[config.mk]
export PLATFORM = sky130hd
export DESIGN_NAME = seb_top
export DESIGN_NICKNAME = d
export VERILOG_FILES = /design/src/include/seb_pkg.sv /design/src/hw/seb_top.sv
export SDC_FILE = /design/constraint.sdc
export NUM_CORES = 1
export LEC_CHECK = 0
export ABC_CLOCK_PERIOD_IN_PS = 3250
export BUFFER_PORTS_ARGS = -buffer_cell sky130_fd_sc_hd__buf_2
export CORE_MARGIN = 2
export CORE_UTILIZATION = 55
export CTS_BUF_LIST = sky130_fd_sc_hd__clkbuf_8
export DETAILED_ROUTE_END_ITERATION = 6
export HOLD_SLACK_MARGIN = 0.05
export PLACE_DENSITY = 0.92
export SETUP_SLACK_MARGIN = 0.3
export SLEW_MARGIN = 15
export SYNTH_ARGS = -nofsm -noshare
export SYNTH_HDL_FRONTEND = slang
export SYNTH_SLANG_ARGS = --single-unit
[constraint.sdc]
create_clock -name clk -period 3.25 [get_ports clk]
set_clock_uncertainty 0.15 [all_clocks]
set_input_delay 0.8125 -clock clk [delete_from_list [all_inputs] [get_ports clk]]
set_output_delay 0.8125 -clock clk [all_outputs]
set_load 0.03 [all_outputs]
[src/include/seb_pkg.sv]
`default_nettype none
package seb_pkg;
    localparam int SEB_WORD_W = 16;
    localparam logic [15:0] SEB_REQ_ID_ZERO = 16'h0000;
    localparam logic [15:0] SEB_REQ_ID_NEG = 16'hffff;
    localparam logic [4:0] SEB_OFS_RSVD_A = 5'h00;
    localparam logic [4:0] SEB_OFS_REQ_CODE = 5'h01;
    localparam logic [4:0] SEB_OFS_SCAN = 5'h02;
    localparam logic [4:0] SEB_OFS_IDENT = 5'h03;
    localparam logic [4:0] SEB_OFS_VERSION = 5'h05;
    localparam logic [4:0] SEB_OFS_OS_DATE = 5'h07;
    localparam logic [4:0] SEB_OFS_RUN_NUM = 5'h09;
    localparam logic [4:0] SEB_OFS_RD_CNT = 5'h0b;
    localparam logic [4:0] SEB_OFS_WR_CNT = 5'h0c;
    localparam logic [4:0] SEB_OFS_PARSE_CNT = 5'h0d;
    localparam logic [4:0] SEB_OFS_RSVD_B = 5'h0e;
    localparam logic [4:0] SEB_OFS_CMD_CNT = 5'h0f;
    localparam logic [4:0] SEB_OFS_ERR_CNT = 5'h10;
    localparam logic [4:0] SEB_OFS_POLL_ST = 5'h11;
    localparam logic [4:0] SEB_OFS_LINK_ST = 5'h12;
    localparam logic [4:0] SEB_OFS_LAST = 5'h12;
    localparam logic [15:0] SEB_CNT_RESET = 16'h0000;
    localparam logic [15:0] SEB_RSVD_VALUE = 16'h0000;
    localparam logic [3:0] SEB_MAX_DROP_ADDR = 4'hf;
    localparam logic [3:0] SEB_P2P_ADDR = 4'h0;
    localparam int SEB_NUM_CNT = 6;
    localparam int SEB_CNT_SCAN = 0;
    localparam int SEB_CNT_RD = 1;
    localparam int SEB_CNT_WR = 2;
    localparam int SEB_CNT_PARSE = 3;
    localparam int SEB_CNT_CMD = 4;
    localparam int SEB_CNT_ERR = 5;

    typedef enum logic [2:0] {
        SEB_POLL_POLLING = 3'h0,
        SEB_POLL_CONFIG = 3'h1,
        SEB_POLL_DATA = 3'h2,
        SEB_POLL_USER = 3'h3,
        SEB_POLL_WAIT_UID = 3'h4
    } seb_poll_state_type;

    typedef enum logic [2:0] {
        SEB_LINK_STARTUP = 3'h0,
        SEB_LINK_IDLE = 3'h1,
        SEB_LINK_TX_PEND = 3'h2,
        SEB_LINK_TX = 3'h3,
        SEB_LINK_RX = 3'h4,
        SEB_LINK_POST_TX = 3'h5,
        SEB_LINK_IDLE_WAIT = 3'h6
    } seb_link_state_type;

    typedef struct packed {
        logic scan_done;
        logic rd_blk_sent;
        logic wr_blk_rcvd;
        logic parse_ok;
        logic cmd_blk;
        logic cmd_en_dis;
        logic blk_err;
    } seb_event_type;

    typedef struct packed {
        logic [31:0] version;
        logic [31:0] os_date;
        logic [31:0] run_num;
    } seb_info_type;

    typedef struct packed {
        logic valid;
        logic last;
        logic [4:0] index;
        logic [15:0] data;
    } seb_word_type;
endpackage : seb_pkg
`default_nettype wire

[src/hw/seb_top.sv]
`timescale 1ns/1ns
`default_nettype none
module seb_top
    import seb_pkg::*;
#(
    parameter logic [31:0] PRODUCT_IDENT = 32'h5345_4231
) (
    input wire logic clk,
    input wire logic nrst,
    input wire logic req_valid,
    input wire logic [15:0] req_id,
    output logic req_ready,
    input wire logic [15:0] wr_block_code,
    input wire seb_event_type events,
    input wire seb_info_type info,
    input wire seb_poll_state_type poll_state,
    input wire seb_link_state_type link_state,
    input wire logic multi_drop,
    input wire logic [3:0] dev_addr,
    output logic dev_addr_ok,
    output seb_word_type word_out
);
    // The product identification value above is arbitrary.

    typedef enum logic {
        SEB_IDLE,
        SEB_SEND
    } seb_fsm_type;

    seb_fsm_type state_q;
    logic [4:0] index_q;
    logic [SEB_NUM_CNT-1:0] inc;
    logic [SEB_WORD_W-1:0] cnt_q [SEB_NUM_CNT];
    logic [15:0] word_d;
    logic hit;

    assign inc[SEB_CNT_SCAN] = events.scan_done;
    assign inc[SEB_CNT_RD] = events.rd_blk_sent;
    assign inc[SEB_CNT_WR] = events.wr_blk_rcvd;
    assign inc[SEB_CNT_PARSE] = events.parse_ok;
    assign inc[SEB_CNT_CMD] = events.cmd_blk & events.cmd_en_dis;
    assign inc[SEB_CNT_ERR] = events.blk_err;

    // Each counter wraps through zero naturally at its full width.
    genvar g;
    generate
        for (g = 0; g < SEB_NUM_CNT; g++) begin : g_cnt
            always_ff @(posedge clk or negedge nrst) begin
                if (!nrst) begin
                    cnt_q[g] <= SEB_CNT_RESET;
                end else if (inc[g]) begin
                    cnt_q[g] <= cnt_q[g] + 16'h0001;
                end
            end
        end
    endgenerate

    assign req_ready = (state_q == SEB_IDLE);
    assign hit = req_valid && req_ready &&
        (req_id == SEB_REQ_ID_ZERO || req_id == SEB_REQ_ID_NEG);

    always_ff @(posedge clk or negedge nrst) begin
        if (!nrst) begin
            state_q <= SEB_IDLE;
            index_q <= SEB_OFS_RSVD_A;
        end else begin
            unique case (state_q)
                SEB_IDLE: begin
                    if (hit) begin
                        state_q <= SEB_SEND;
                        index_q <= SEB_OFS_RSVD_A;
                    end
                end
                SEB_SEND: begin
                    if (index_q == SEB_OFS_LAST) begin
                        state_q <= SEB_IDLE;
                    end else begin
                        index_q <= index_q + 5'h01;
                    end
                end
            endcase
        end
    end

    // Word selection for the current index.
    always_comb begin
        unique case (index_q)
            SEB_OFS_REQ_CODE: word_d = wr_block_code;
            SEB_OFS_SCAN: word_d = cnt_q[SEB_CNT_SCAN];
            SEB_OFS_IDENT: word_d = PRODUCT_IDENT[31:16];
            SEB_OFS_IDENT + 5'h01: word_d = PRODUCT_IDENT[15:0];
            SEB_OFS_VERSION: word_d = info.version[31:16];
            SEB_OFS_VERSION + 5'h01: word_d = info.version[15:0];
            SEB_OFS_OS_DATE: word_d = info.os_date[31:16];
            SEB_OFS_OS_DATE + 5'h01: word_d = info.os_date[15:0];
            SEB_OFS_RUN_NUM: word_d = info.run_num[31:16];
            SEB_OFS_RUN_NUM + 5'h01: word_d = info.run_num[15:0];
            SEB_OFS_RD_CNT: word_d = cnt_q[SEB_CNT_RD];
            SEB_OFS_WR_CNT: word_d = cnt_q[SEB_CNT_WR];
            SEB_OFS_PARSE_CNT: word_d = cnt_q[SEB_CNT_PARSE];
            SEB_OFS_CMD_CNT: word_d = cnt_q[SEB_CNT_CMD];
            SEB_OFS_ERR_CNT: word_d = cnt_q[SEB_CNT_ERR];
            SEB_OFS_POLL_ST: word_d = {13'h0000, poll_state};
            SEB_OFS_LINK_ST: word_d = {13'h0000, link_state};
            default: word_d = SEB_RSVD_VALUE;
        endcase
    end

    always_ff @(posedge clk or negedge nrst) begin
        if (!nrst) begin
            word_out <= '0;
        end else begin
            word_out.valid <= (state_q == SEB_SEND);
            word_out.last <= (state_q == SEB_SEND) && (index_q == SEB_OFS_LAST);
            word_out.index <= index_q;
            word_out.data <= (state_q == SEB_SEND) ? word_d : SEB_RSVD_VALUE;
        end
    end

    // Address legality for the configured channel mode.
    always_ff @(posedge clk or negedge nrst) begin
        if (!nrst) begin
            dev_addr_ok <= 1'b0;
        end else if (multi_drop) begin
            dev_addr_ok <= (dev_addr != SEB_P2P_ADDR) && (dev_addr <= SEB_MAX_DROP_ADDR);
        end else begin
            dev_addr_ok <= (dev_addr == SEB_P2P_ADDR);
        end
    end
endmodule : seb_top
`default_nettype wire

* Yosys cells after proc, flatten, opt, wreduce, memory -nomap -nowiden
Cells that the tools add are included.
** Word-level totals
- Input port bits :: 149
- Flip-flop bits (word level) :: 126
** Cells by class
- Equality and inequality tests :: 20
- Bitwise logic cells :: 2
- Add/subtract/negate cells :: 7
- Multiplexer cells :: 9
- Reduce and logical (&&, ||, !) cells :: 9
- $lt $le $gt $ge :: 1
** Operator list (count)
- one-hot mux 16 bit (17 select lines) :: 1
- adder 16 x 1 -> 16 bit, second input constant :: 6
- == test 5 x 4 -> 1 bit, second input constant :: 7
- == test 5 x 3 -> 1 bit, second input constant :: 4
- == test 16 bit, second input constant :: 1
- zero test 16 bit :: 1
- 2-to-1 mux 16 bit :: 1
- == test 5 bit, second input constant :: 3
- == test 5 x 2 -> 1 bit, second input constant :: 2
- 2-to-1 mux 5 bit :: 2
- one-hot mux 5 bit (2 select lines) :: 1
- adder 5 x 1 -> 5 bit, second input constant :: 1
- == test 5 x 1 -> 1 bit, second input constant :: 1
- <= comparator 4 bit, second input constant :: 1
- logical AND 1 bit :: 4
- zero test 4 bit :: 1
- nonzero test 4 bit :: 1
- 2-to-1 mux 1 bit :: 3
- inequality test 2 x 1 -> 1 bit, second input constant :: 1
- inequality test 2 bit, second input constant :: 1
- one-hot mux 1 bit (2 select lines) :: 1
- AND reduction 2 bit :: 1
- bitwise AND 1 bit :: 1
- logical OR 1 bit :: 1
- NOT 1 bit :: 1

* Logic depth before layout (Yosys ltp)
Gate-level depths: netlist (run 1).
- Depth after elaboration :: 5
- Gate-level depth with buffers :: 11
- Depth with buffers taken out :: 7

* Worst setup path after synthesis (run 1)
No wires, ideal clock.
- Kind :: register to register
- Start point :: register index_q[2]
- End point :: register word_out[6] in the netlist's numbering
- Data arrival time :: 2110 ps
- Setup slack :: 851 ps
- Path buffers :: 5
- Cell stages (with the launch flop) :: 12
- Data required time :: 2960 ps
- Cells stage by stage :: dfrtp_1 -> buf_4 -> buf_6 -> buf_6 -> and3_1 -> ha_1 -> clkbuf_1 -> a21oi_1 -> o21ai_1 -> o31ai_4 -> buf_6 -> a31oi_1
** Between the ends
- Cells in the longest elaborated chain, start to end :: 3
** Ends and longest elaborated chain
- from (decl) :: line seb_top.sv:31 : logic [4:0] index_q;
- from (signal assigned) :: line seb_top.sv:78 : index_q <= index_q + 5'h01;
- == test 5 bit, or another cell as far along :: line seb_top.sv:87 : unique case (index_q)
- one-hot mux 16 bit (17 select lines) (*) :: line seb_top.sv:87
- 2-to-1 mux 16 bit (*) :: line seb_top.sv:116 : word_out.data <= (state_q == SEB_SEND) ? word_d : SEB_RSVD_VALUE;
- to (decl) :: line seb_top.sv:21 : output seb_word_type word_out
Mark *: on every way between the ends. The rest lies on a longest branch, timed or not.
A chain may end at the register's enable or synchronous reset.

* Worst setup path after layout (run 1)
- Start point :: register index_q[0]
- End point :: register word_out[7] in the netlist's numbering
Same word-level chain as after synthesis.

==> metrics.md, run 1 <==
| Metric | Value |
|---|---|
| Status | complete, no violations |
| Area Growth Syn to Fin | 20.8% |
| Worst path cell trace | ha_1 -> and3_1 -> ha_1 -> nand2_1 -> o21ai_0 -> a2111oi_1 -> a31oi_1 |
| PD cells | 531 mW/mm^2 |
| WL final | 22800 um |
| Largest family of logic cells by synthesized area | simple AND/OR/NAND/NOR gates |
| DIE AREA | 0.0134 mm^2 |
| Routed len/inst | 22.4 um |
| Site Rows | 40 |
| Leak pwr | 0.00375 uW |
| Filler cell count | 935 |
| Clock slew at reported path FFs | 0.07 ns |
| GPL Wtd Cong | 1.03 |
| Ys flop type | dfrtp_1 |
| Maxcap violations | 0 |
| Ant. Diodes | 0 |
| DRC violations left | 0 |
| Flops & latches, synth | 126 |
| Worst-margin pin slew | 0.800 ns |
| Tmin final | 2.79 ns |
| Clk root buf | clkbuf_8 |
| Largest net degree at the start of global routing | 49 |
| Core area | 0.0121 mm^2 |
| Post_cts resized | 0 |
| Synth Cell Area | 0.00689 mm^2 |
| Multi-input logic area | 0.00352 mm^2 |
| Initial Util | 56.9% |
| Worst setup margin | 0.458 ns |
| Drt via density | 6.33 |
| Most common cell after layout, fill and taps aside | buf_2 |
| Final Slew Violations | 0 |
| Synth warnings | 0 |
| Via count | 6439 |
| Post-synthesis adder-cell area fraction | 2.00% |
| Setup TNS | 0 ns |
| First-pass GRT wire length | 34600 um |
| Final HPWL DP | 17500 um |
| FF/Latch Area | 0.00315 mm^2 |
| Clock Latency Late Sink | 0.47 ns |
| Synth Net Count | 819 |
| H-Tree Depth | 4 |
| Worst path max stage delay | 0.59 ns |
| Synth Area in Simple Gates | 17.2% |
| Final core occ | 68.8% |
| Worst slack, placed | 0.587 ns |
| Postcts setup bufs | 0 |
| Commonest cells after routing, fill and taps aside | buf_2 (172), dfrtp_1 (125), xnor2_1 (65), nand2_1 (60), nor2_1 (38) |
| F_max | 0.358 GHz |
| GRT Util Overall | 35.4% |
| Most used cell, CP | ha_1 |
| Syn_area_per_cell | 10.5 um^2 |
| RSZ-0062 raised after global routing | false |
| DRT antenna net count | 0 |
| IO Pins | 174 |
| Hold Vio Cnt, Final | 0 |
| CTS Buf Count | 17 |
| Worst Path Arrival | 2.96 ns |
| PortBufs | 173 |
| Slew margin rel. | 46.5% |
| Max Fanout on Critical Path | 17 |
| Final #Nets | 996 |
| EDFF count, synth | 0 |
| Asr flop ratio synth | 100% |
| Multiplexer share of the synthesized area | 5.95% |
| Vias in the first global route | 6211 |
| CP Capture Type | flip-flop |
| CTS Hold Bufs | 0 |
| TritonCTS Sinks | 126 |
| Period utilisation layout | 85.9% |
| Max clock buf depth | 2 |
| Critical Path RT | 3.42 ns |
| Total global routing overflow | 0 |
| Critical path class | reg2reg |
| DR pass1 iterations | 6 |
| Compound-Gate Fraction of Synth Area | 14.4% |
| Worst vdd ir | 370 uV |
| Reg2reg path depth | 7 |
| Synth Instances | 659 |
| DR iter-0 viols | 972 |
| Library cells used by synthesis | 64 |
| Critical Path Start Type | flip-flop |
| Critical-path top delay cell | a2111oi_1 |
| Tightest Hold Check Type | in2async |
| Xor and xnor area share after synthesis | 11.6% |
| Chip width | 116 um |
| Initial antenna violation count | 0 |
| CTS tree | done |
| Sequential-to-total area share from yosys stat | 45.7% |
| Die height | 116 um |
| Final setup viols | 0 |
| Tot Pwr | 4420 uW |
| Layout cell share with drive strength beyond 1 | 27.9% |
==> synthesized netlist by cell type (all sizes together) (17+ instances only) <==
| library cell | n | share of area [%] |
|---|---|---|
| dfrtp | 126 | 46 |
| xnor2 | 65 | 8.3 |
| nand2 | 62 | 3.5 |
| nor2 | 43 | 2.6 |
| mux2i | 32 | 4.6 |
| nand3 | 31 | 2.3 |
| xor2 | 26 | 3.3 |
| nand4 | 25 | 2.3 |
| a221oi | 23 | 2.9 |
| buf | 21 | 2.4 |
| a31oi | 17 | 1.5 |
| and3 | 17 | 1.5 |
==> area by class of cell <==
class	count	share of cell area (%)
well taps	168	2.52
flip-flops and latches	126	37.9
inverters	11	0.496
repair buffers	183	11.5
clock inverters	10	1.73
clock buffers	22	3.63
multi-input cells	497	42.3
==> layer usage <==
metal,routed length (um),GRT usage (%),part of all wire [%]
met4,910,15.4,4.0
met3,2620,8.73,11
met2,10400,54.6,46
met1,8860,47.8,39
met5,0,0,0
==> power by group <==
| group | total, uW | switching [uW] | internal (uW) | leakage, uW |
|---|---|---|---|---|
| clock | 1530 | 602 | 923 | 0.000245 |
| sequential | 2220 | 406 | 1820 | 0.00166 |
| combinational | 674 | 320 | 354 | 0.00185 |
| total | 4420 | 1330 | 3090 | 0.00375 |
==> kinds of logic after synthesis <==
logic type                 after synthesis
DFF                                    126
and+or+nand+nor                        225
AOI/OAI and AO/OA                      130
adders and majority gates               11
xor gates and xnor gates                91
buffers and inverters                   36
muxes                                   40
==> flip-flops by register name, indices dropped and copies added, names as in the netlist <==
name and flops:
word_out 23, index_q 5, cnt_q 96, state_q 1, dev_addr_ok 1
==> critical path, delay by kind of cell, from the launching register on <==
family          cells  cell delay (ns)
simple gates        2             0.43
compound gates      3             0.86
fa+ha+maj           2             0.74
flops               1             0.46
==> through the flow <==
step                std cells  hold slack, ns  cell area [um^2]
floorplan                 659           0.281              6890
global placement          985           0.304              7880
detailed placement        985           0.318              7880
CTS                      1017           0.180              8330
global route             1017           0.210              8330
finish                   1017           0.169              8330
==> worst paths after layout <==
path                                         from                    end  slack [ns]
setup / recovery           index_q[0]$_DFFE_PN0P_  word_out[7]$_DFF_PN0_        0.46
hold / removal                               nrst  cnt_q[66]$_DFFE_PN0P_        0.17
setup reg to reg           index_q[0]$_DFFE_PN0P_  word_out[7]$_DFF_PN0_        0.46
hold reg to reg             cnt_q[31]$_DFFE_PN0P_  cnt_q[31]$_DFFE_PN0P_        0.33
max in group asynchronous                    nrst  cnt_q[21]$_DFFE_PN0P_        2.07
min in group clk            cnt_q[31]$_DFFE_PN0P_  cnt_q[31]$_DFFE_PN0P_        0.33
(Power assumes the default switching activity.)
==> inputs of run 2 (changes only) <==
--- a/config.mk
+++ b/config.mk
@@ -5,14 +5,16 @@
 export SDC_FILE = /design/constraint.sdc
 export NUM_CORES = 1
 export LEC_CHECK = 0
+export ABC_AREA = 1
 export ABC_CLOCK_PERIOD_IN_PS = 3250
 export BUFFER_PORTS_ARGS = -buffer_cell sky130_fd_sc_hd__buf_2
+export CAP_MARGIN = 20
 export CORE_MARGIN = 2
 export CORE_UTILIZATION = 55
 export CTS_BUF_LIST = sky130_fd_sc_hd__clkbuf_8
 export DETAILED_ROUTE_END_ITERATION = 6
 export HOLD_SLACK_MARGIN = 0.05
-export PLACE_DENSITY = 0.92
+export PLACE_DENSITY = 0.91
 export SETUP_SLACK_MARGIN = 0.3
 export SLEW_MARGIN = 15
 export SYNTH_ARGS = -nofsm -noshare
==> metrics.md, run 2 <==
| Metric | Value |
|---|---|
| Top cells by count, synth | nand2_1 (371), nor2_1 (158), dfrtp_1 (126), inv_1 (114), nand3_1 (74) (was dfrtp_1 (126), xnor2_1 (65), nand2_1 (60), nor2_1 (38), mux2i_1 (32)) |
| GRT Util Overall | 33.4% (was 35.4%) |
| Postcts setup bufs | 0 (unchanged) |
| Initial antenna violation count | 0 (unchanged) |
| RSZ-0062 raised after global routing | false (unchanged) |
| Most common cell after layout, fill and taps aside | nand2_1 (was buf_2) |
| Hold Vio Cnt, Final | 0 (unchanged) |
| Final core occ | 67.8% (was 68.8%) |
| Layout cell share with drive strength beyond 1 | 18.6% (was 27.9%) |
| Worst setup margin | 0.804 ns (was 0.458 ns) |
| Max clock buf depth | 2 (unchanged) |
| Site Rows | 42 (was 40) |
| Chip width | 120 um (was 116 um) |
| PD cells | 486 mW/mm^2 (was 531 mW/mm^2) |
| Worst Path Arrival | 2.68 ns (was 2.96 ns) |
| Final HPWL DP | 17800 um (was 17500 um) |
| Synth Instances | 1052 (was 659) |
| Synth warnings | 0 (unchanged) |
| Post_cts resized | 0 (unchanged) |
| Top post-synthesis cells by area | dfrtp_1 (42%), nand2_1 (19%), xor2_1 (8.1%), nor2_1 (8.0%), inv_1 (5.8%) (was dfrtp_1 (46%), xnor2_1 (8.3%), mux2i_1 (4.6%), xor2_1 (3.3%), nand2_1 (3.3%)) |
| Clock Latency Late Sink | 0.45 ns (was 0.47 ns) |
| Final Slew Violations | 0 (unchanged) |
| Max Fanout on Critical Path | 13 (was 17) |
| Asr flop ratio synth | 100% (unchanged) |
| Filler cell count | 1122 (was 935) |
| Slew margin rel. | 39.8% (was 46.5%) |
| TritonCTS Sinks | 126 (unchanged) |
| Sequential-to-total area share from yosys stat | 42.5% (was 45.7%) |
| Leak pwr | 0.00499 uW (was 0.00375 uW) |
| F_max | 0.409 GHz (was 0.358 GHz) |
| Fin area | 0.00894 mm^2 (was 0.00833 mm^2) |
| Period utilisation layout | 75.3% (was 85.9%) |
| Setup TNS | 0 ns (unchanged) |
| CTS tree | done (unchanged) |
| Routed len/inst | 16.1 um (was 22.4 um) |
| Vias in the first global route | 7507 (was 6211) |
| Worst flop-to-flop path startpoint | index_q[0]$_DFFE_PN0P_ (unchanged) |
| Commonest cells after routing, fill and taps aside | nand2_1 (371), buf_2 (172), nor2_1 (158), dfrtp_1 (126), inv_1 (114) (was buf_2 (172), dfrtp_1 (125), xnor2_1 (65), nand2_1 (60), nor2_1 (38)) |
| Yosys top cell area share | 42.5% (was 45.7%) |
| First-pass GRT wire length | 36600 um (was 34600 um) |
| Final Non-Filler Cells | 1433 (was 1017) |
| Worst path cell trace | inv_1 -> ha_1 -> nand2_1 -> nor2_2 -> nand2_1 -> o21ai_0 -> nor2_1 -> nand2_1 -> nor2_1 -> nor2_1 (was ha_1 -> and3_1 -> ha_1 -> nand2_1 -> o21ai_0 -> a2111oi_1 -> a31oi_1) |
| Final #Nets | 1404 (was 996) |
| IO Pins | 174 (unchanged) |
| CP Capture Type | flip-flop (unchanged) |
| Library cells used by synthesis | 30 (was 64) |
| Biggest regs | cnt_q (96), word_out (23), index_q (5) (unchanged) |
| Worst-margin pin slew | 0.902 ns (was 0.800 ns) |
| Initial Util | 56.3% (was 56.9%) |
| WL final | 23000 um (was 22800 um) |
| Clock slew at reported path FFs | 0.08 ns (was 0.07 ns) |
| H-Tree Depth | 4 (unchanged) |
| Drt via density | 5.36 (was 6.33) |
| DRC violations left | 0 (unchanged) |
| Status | complete, no violations (unchanged) |
| Critical-path top delay cell | nor2_2 (was a2111oi_1) |
| Core area | 0.0132 mm^2 (was 0.0121 mm^2) |
| DRT antenna net count | 0 (unchanged) |
| R2R setup slack | 0.80 ns (was 0.46 ns) |
| Total global routing overflow | 0 (unchanged) |
| Biggest register | cnt_q (unchanged) |
| PortBufs | 173 (unchanged) |
| Final setup viols | 0 (unchanged) |
| Placed Area | 0.00855 mm^2 (was 0.00788 mm^2) |
| Critical Path Start Type | flip-flop (unchanged) |
| Largest net degree at the start of global routing | 54 (was 49) |
| Tmin final | 2.45 ns (was 2.79 ns) |
| Ant. Diodes | 0 (unchanged) |
| Flops & latches, synth | 126 (unchanged) |
| CTS Hold Bufs | 0 (unchanged) |
| CTS Buf Count | 17 (unchanged) |
| Maxcap violations | 0 (unchanged) |
| GPL Wtd Cong | 1.01 (was 1.03) |
| Ys flop type | dfrtp_1 (unchanged) |
| Synth Cell Area | 0.00742 mm^2 (was 0.00689 mm^2) |
| Count leader, synth | nand2_1 (was dfrtp_1) |
| Worst slack, placed | 0.883 ns (was 0.587 ns) |
| Synth Net Count | 1212 (was 819) |
| DIE AREA | 0.0144 mm^2 (was 0.0134 mm^2) |
| Inst Count DP | 1401 (was 985) |
| Worst path max stage delay | 0.71 ns (was 0.59 ns) |
| FF-to-FF End | word_out[11]$_DFF_PN0_ (was word_out[7]$_DFF_PN0_) |
| Area Growth Syn to Fin | 20.5% (was 20.8%) |
| Critical path class | reg2reg (unchanged) |
| Critical Path RT | 3.49 ns (was 3.42 ns) |
| DR iter-0 viols | 832 (was 972) |
| Clk root buf | clkbuf_8 (unchanged) |
| Via count | 7682 (was 6439) |
| Largest area contributor in the netlist | dfrtp_1 (unchanged) |
| Tightest Hold Check Type | in2async (unchanged) |
| Worst vdd ir | 475 uV (was 370 uV) |
| Max reg flops | 96 (unchanged) |
| Syn_area_per_cell | 7.06 um^2 (was 10.5 um^2) |
| DR pass1 iterations | 5 (was 6) |
| Reg2reg path depth | 10 (was 7) |
| Die height | 120 um (was 116 um) |
| EDFF count, synth | 0 (unchanged) |
## run 2: cell count changes in the layout (fill, tap and decap cells not counted), moves of 43 or more
cell | before | now
xnor2_1 | 65 | 6
inv_1 | 14 | 114
nand2_1 | 60 | 371
nor2_1 | 38 | 158
xor2_1 | 26 | 69
nand3_1 | 31 | 74
## run 2: layout make-up
class / count / area (um^2) / share of cell area (%)
clock buffers: 18 / 248 / 2.77
clock inverters: 14 / 144 / 1.61
inverters: 117 / 439 / 4.91
multi-input cells: 796 / 3760 / 42.0
flip-flops and latches: 126 / 3150 / 35.3
well taps: 176 / 220 / 2.46
repair buffers: 186 / 978 / 10.9
## run 2: report_power, final
part           total [uW]  leakage [uW]  internal, uW  switching, uW
Combinational         765       0.00327           332            433
Sequential           2220       0.00153          1860            366
Clock                1360      0.000187           698            662
Total                4350       0.00499          2890           1460
## run 2: worst max path at each step
stage / from / end / slack (ns) / cells after the start
after floorplan: events[2] / cnt_q[26]$_DFFE_PN0P_ / 1.24 / 9
after global placement: events[2] / cnt_q[26]$_DFFE_PN0P_ / 0.95 / 10
after detailed placement: events[3] / cnt_q[45]$_DFFE_PN0P_ / 0.88 / 7
after CTS: index_q[1]$_DFFE_PN0P_ / word_out[8]$_DFF_PN0_ / 0.88 / 10
after global routing: index_q[1]$_DFFE_PN0P_ / word_out[8]$_DFF_PN0_ / 0.58 / 10
final: index_q[0]$_DFFE_PN0P_ / word_out[11]$_DFF_PN0_ / 0.80 / 10
## run 2: through the flow
step | hold slack [ns] | power, uW
6_report | 0.201 | 4350
5_1_grt | 0.225 | 4580
4_1_cts | 0.212 | 4340
3_5_place_dp | 0.311 | 2990
3_3_place_gp | 0.303 | 2940
2_1_floorplan | 0.219 | 2650
## run 2: per-layer routing
metal	routed length (um)	vias up	track usage (%)
li1	-	3648	-
met1	8690	3507	40.1
met2	10500	434	53.2
met3	2460	93	9.81
met4	1390	0	19.7
met5	0	-	0
## run 2: cells by family after synthesis
| kind of cell | count (synthesis) | share of synthesized area (%) |
|---|---|---|
| XOR/XNOR | 75 | 8.85 |
| adder cells (fa/ha/maj) | 11 | 1.85 |
| multiplexers | 2 | 0.303 |
| buffers and inverters | 130 | 6.88 |
| AO/OA/AOI/OAI | 50 | 3.44 |
| flip-flops | 126 | 42.5 |
| AND/OR/NAND/NOR | 658 | 36.2 |
## run 2: worst max-delay path: cells and delay by family (launching register included)
kind	cells	cell delay (ns)
fa+ha+maj	1	0.20
flops	1	0.44
buf+inv	1	0.13
simple gates	7	1.29
compound gates	1	0.18
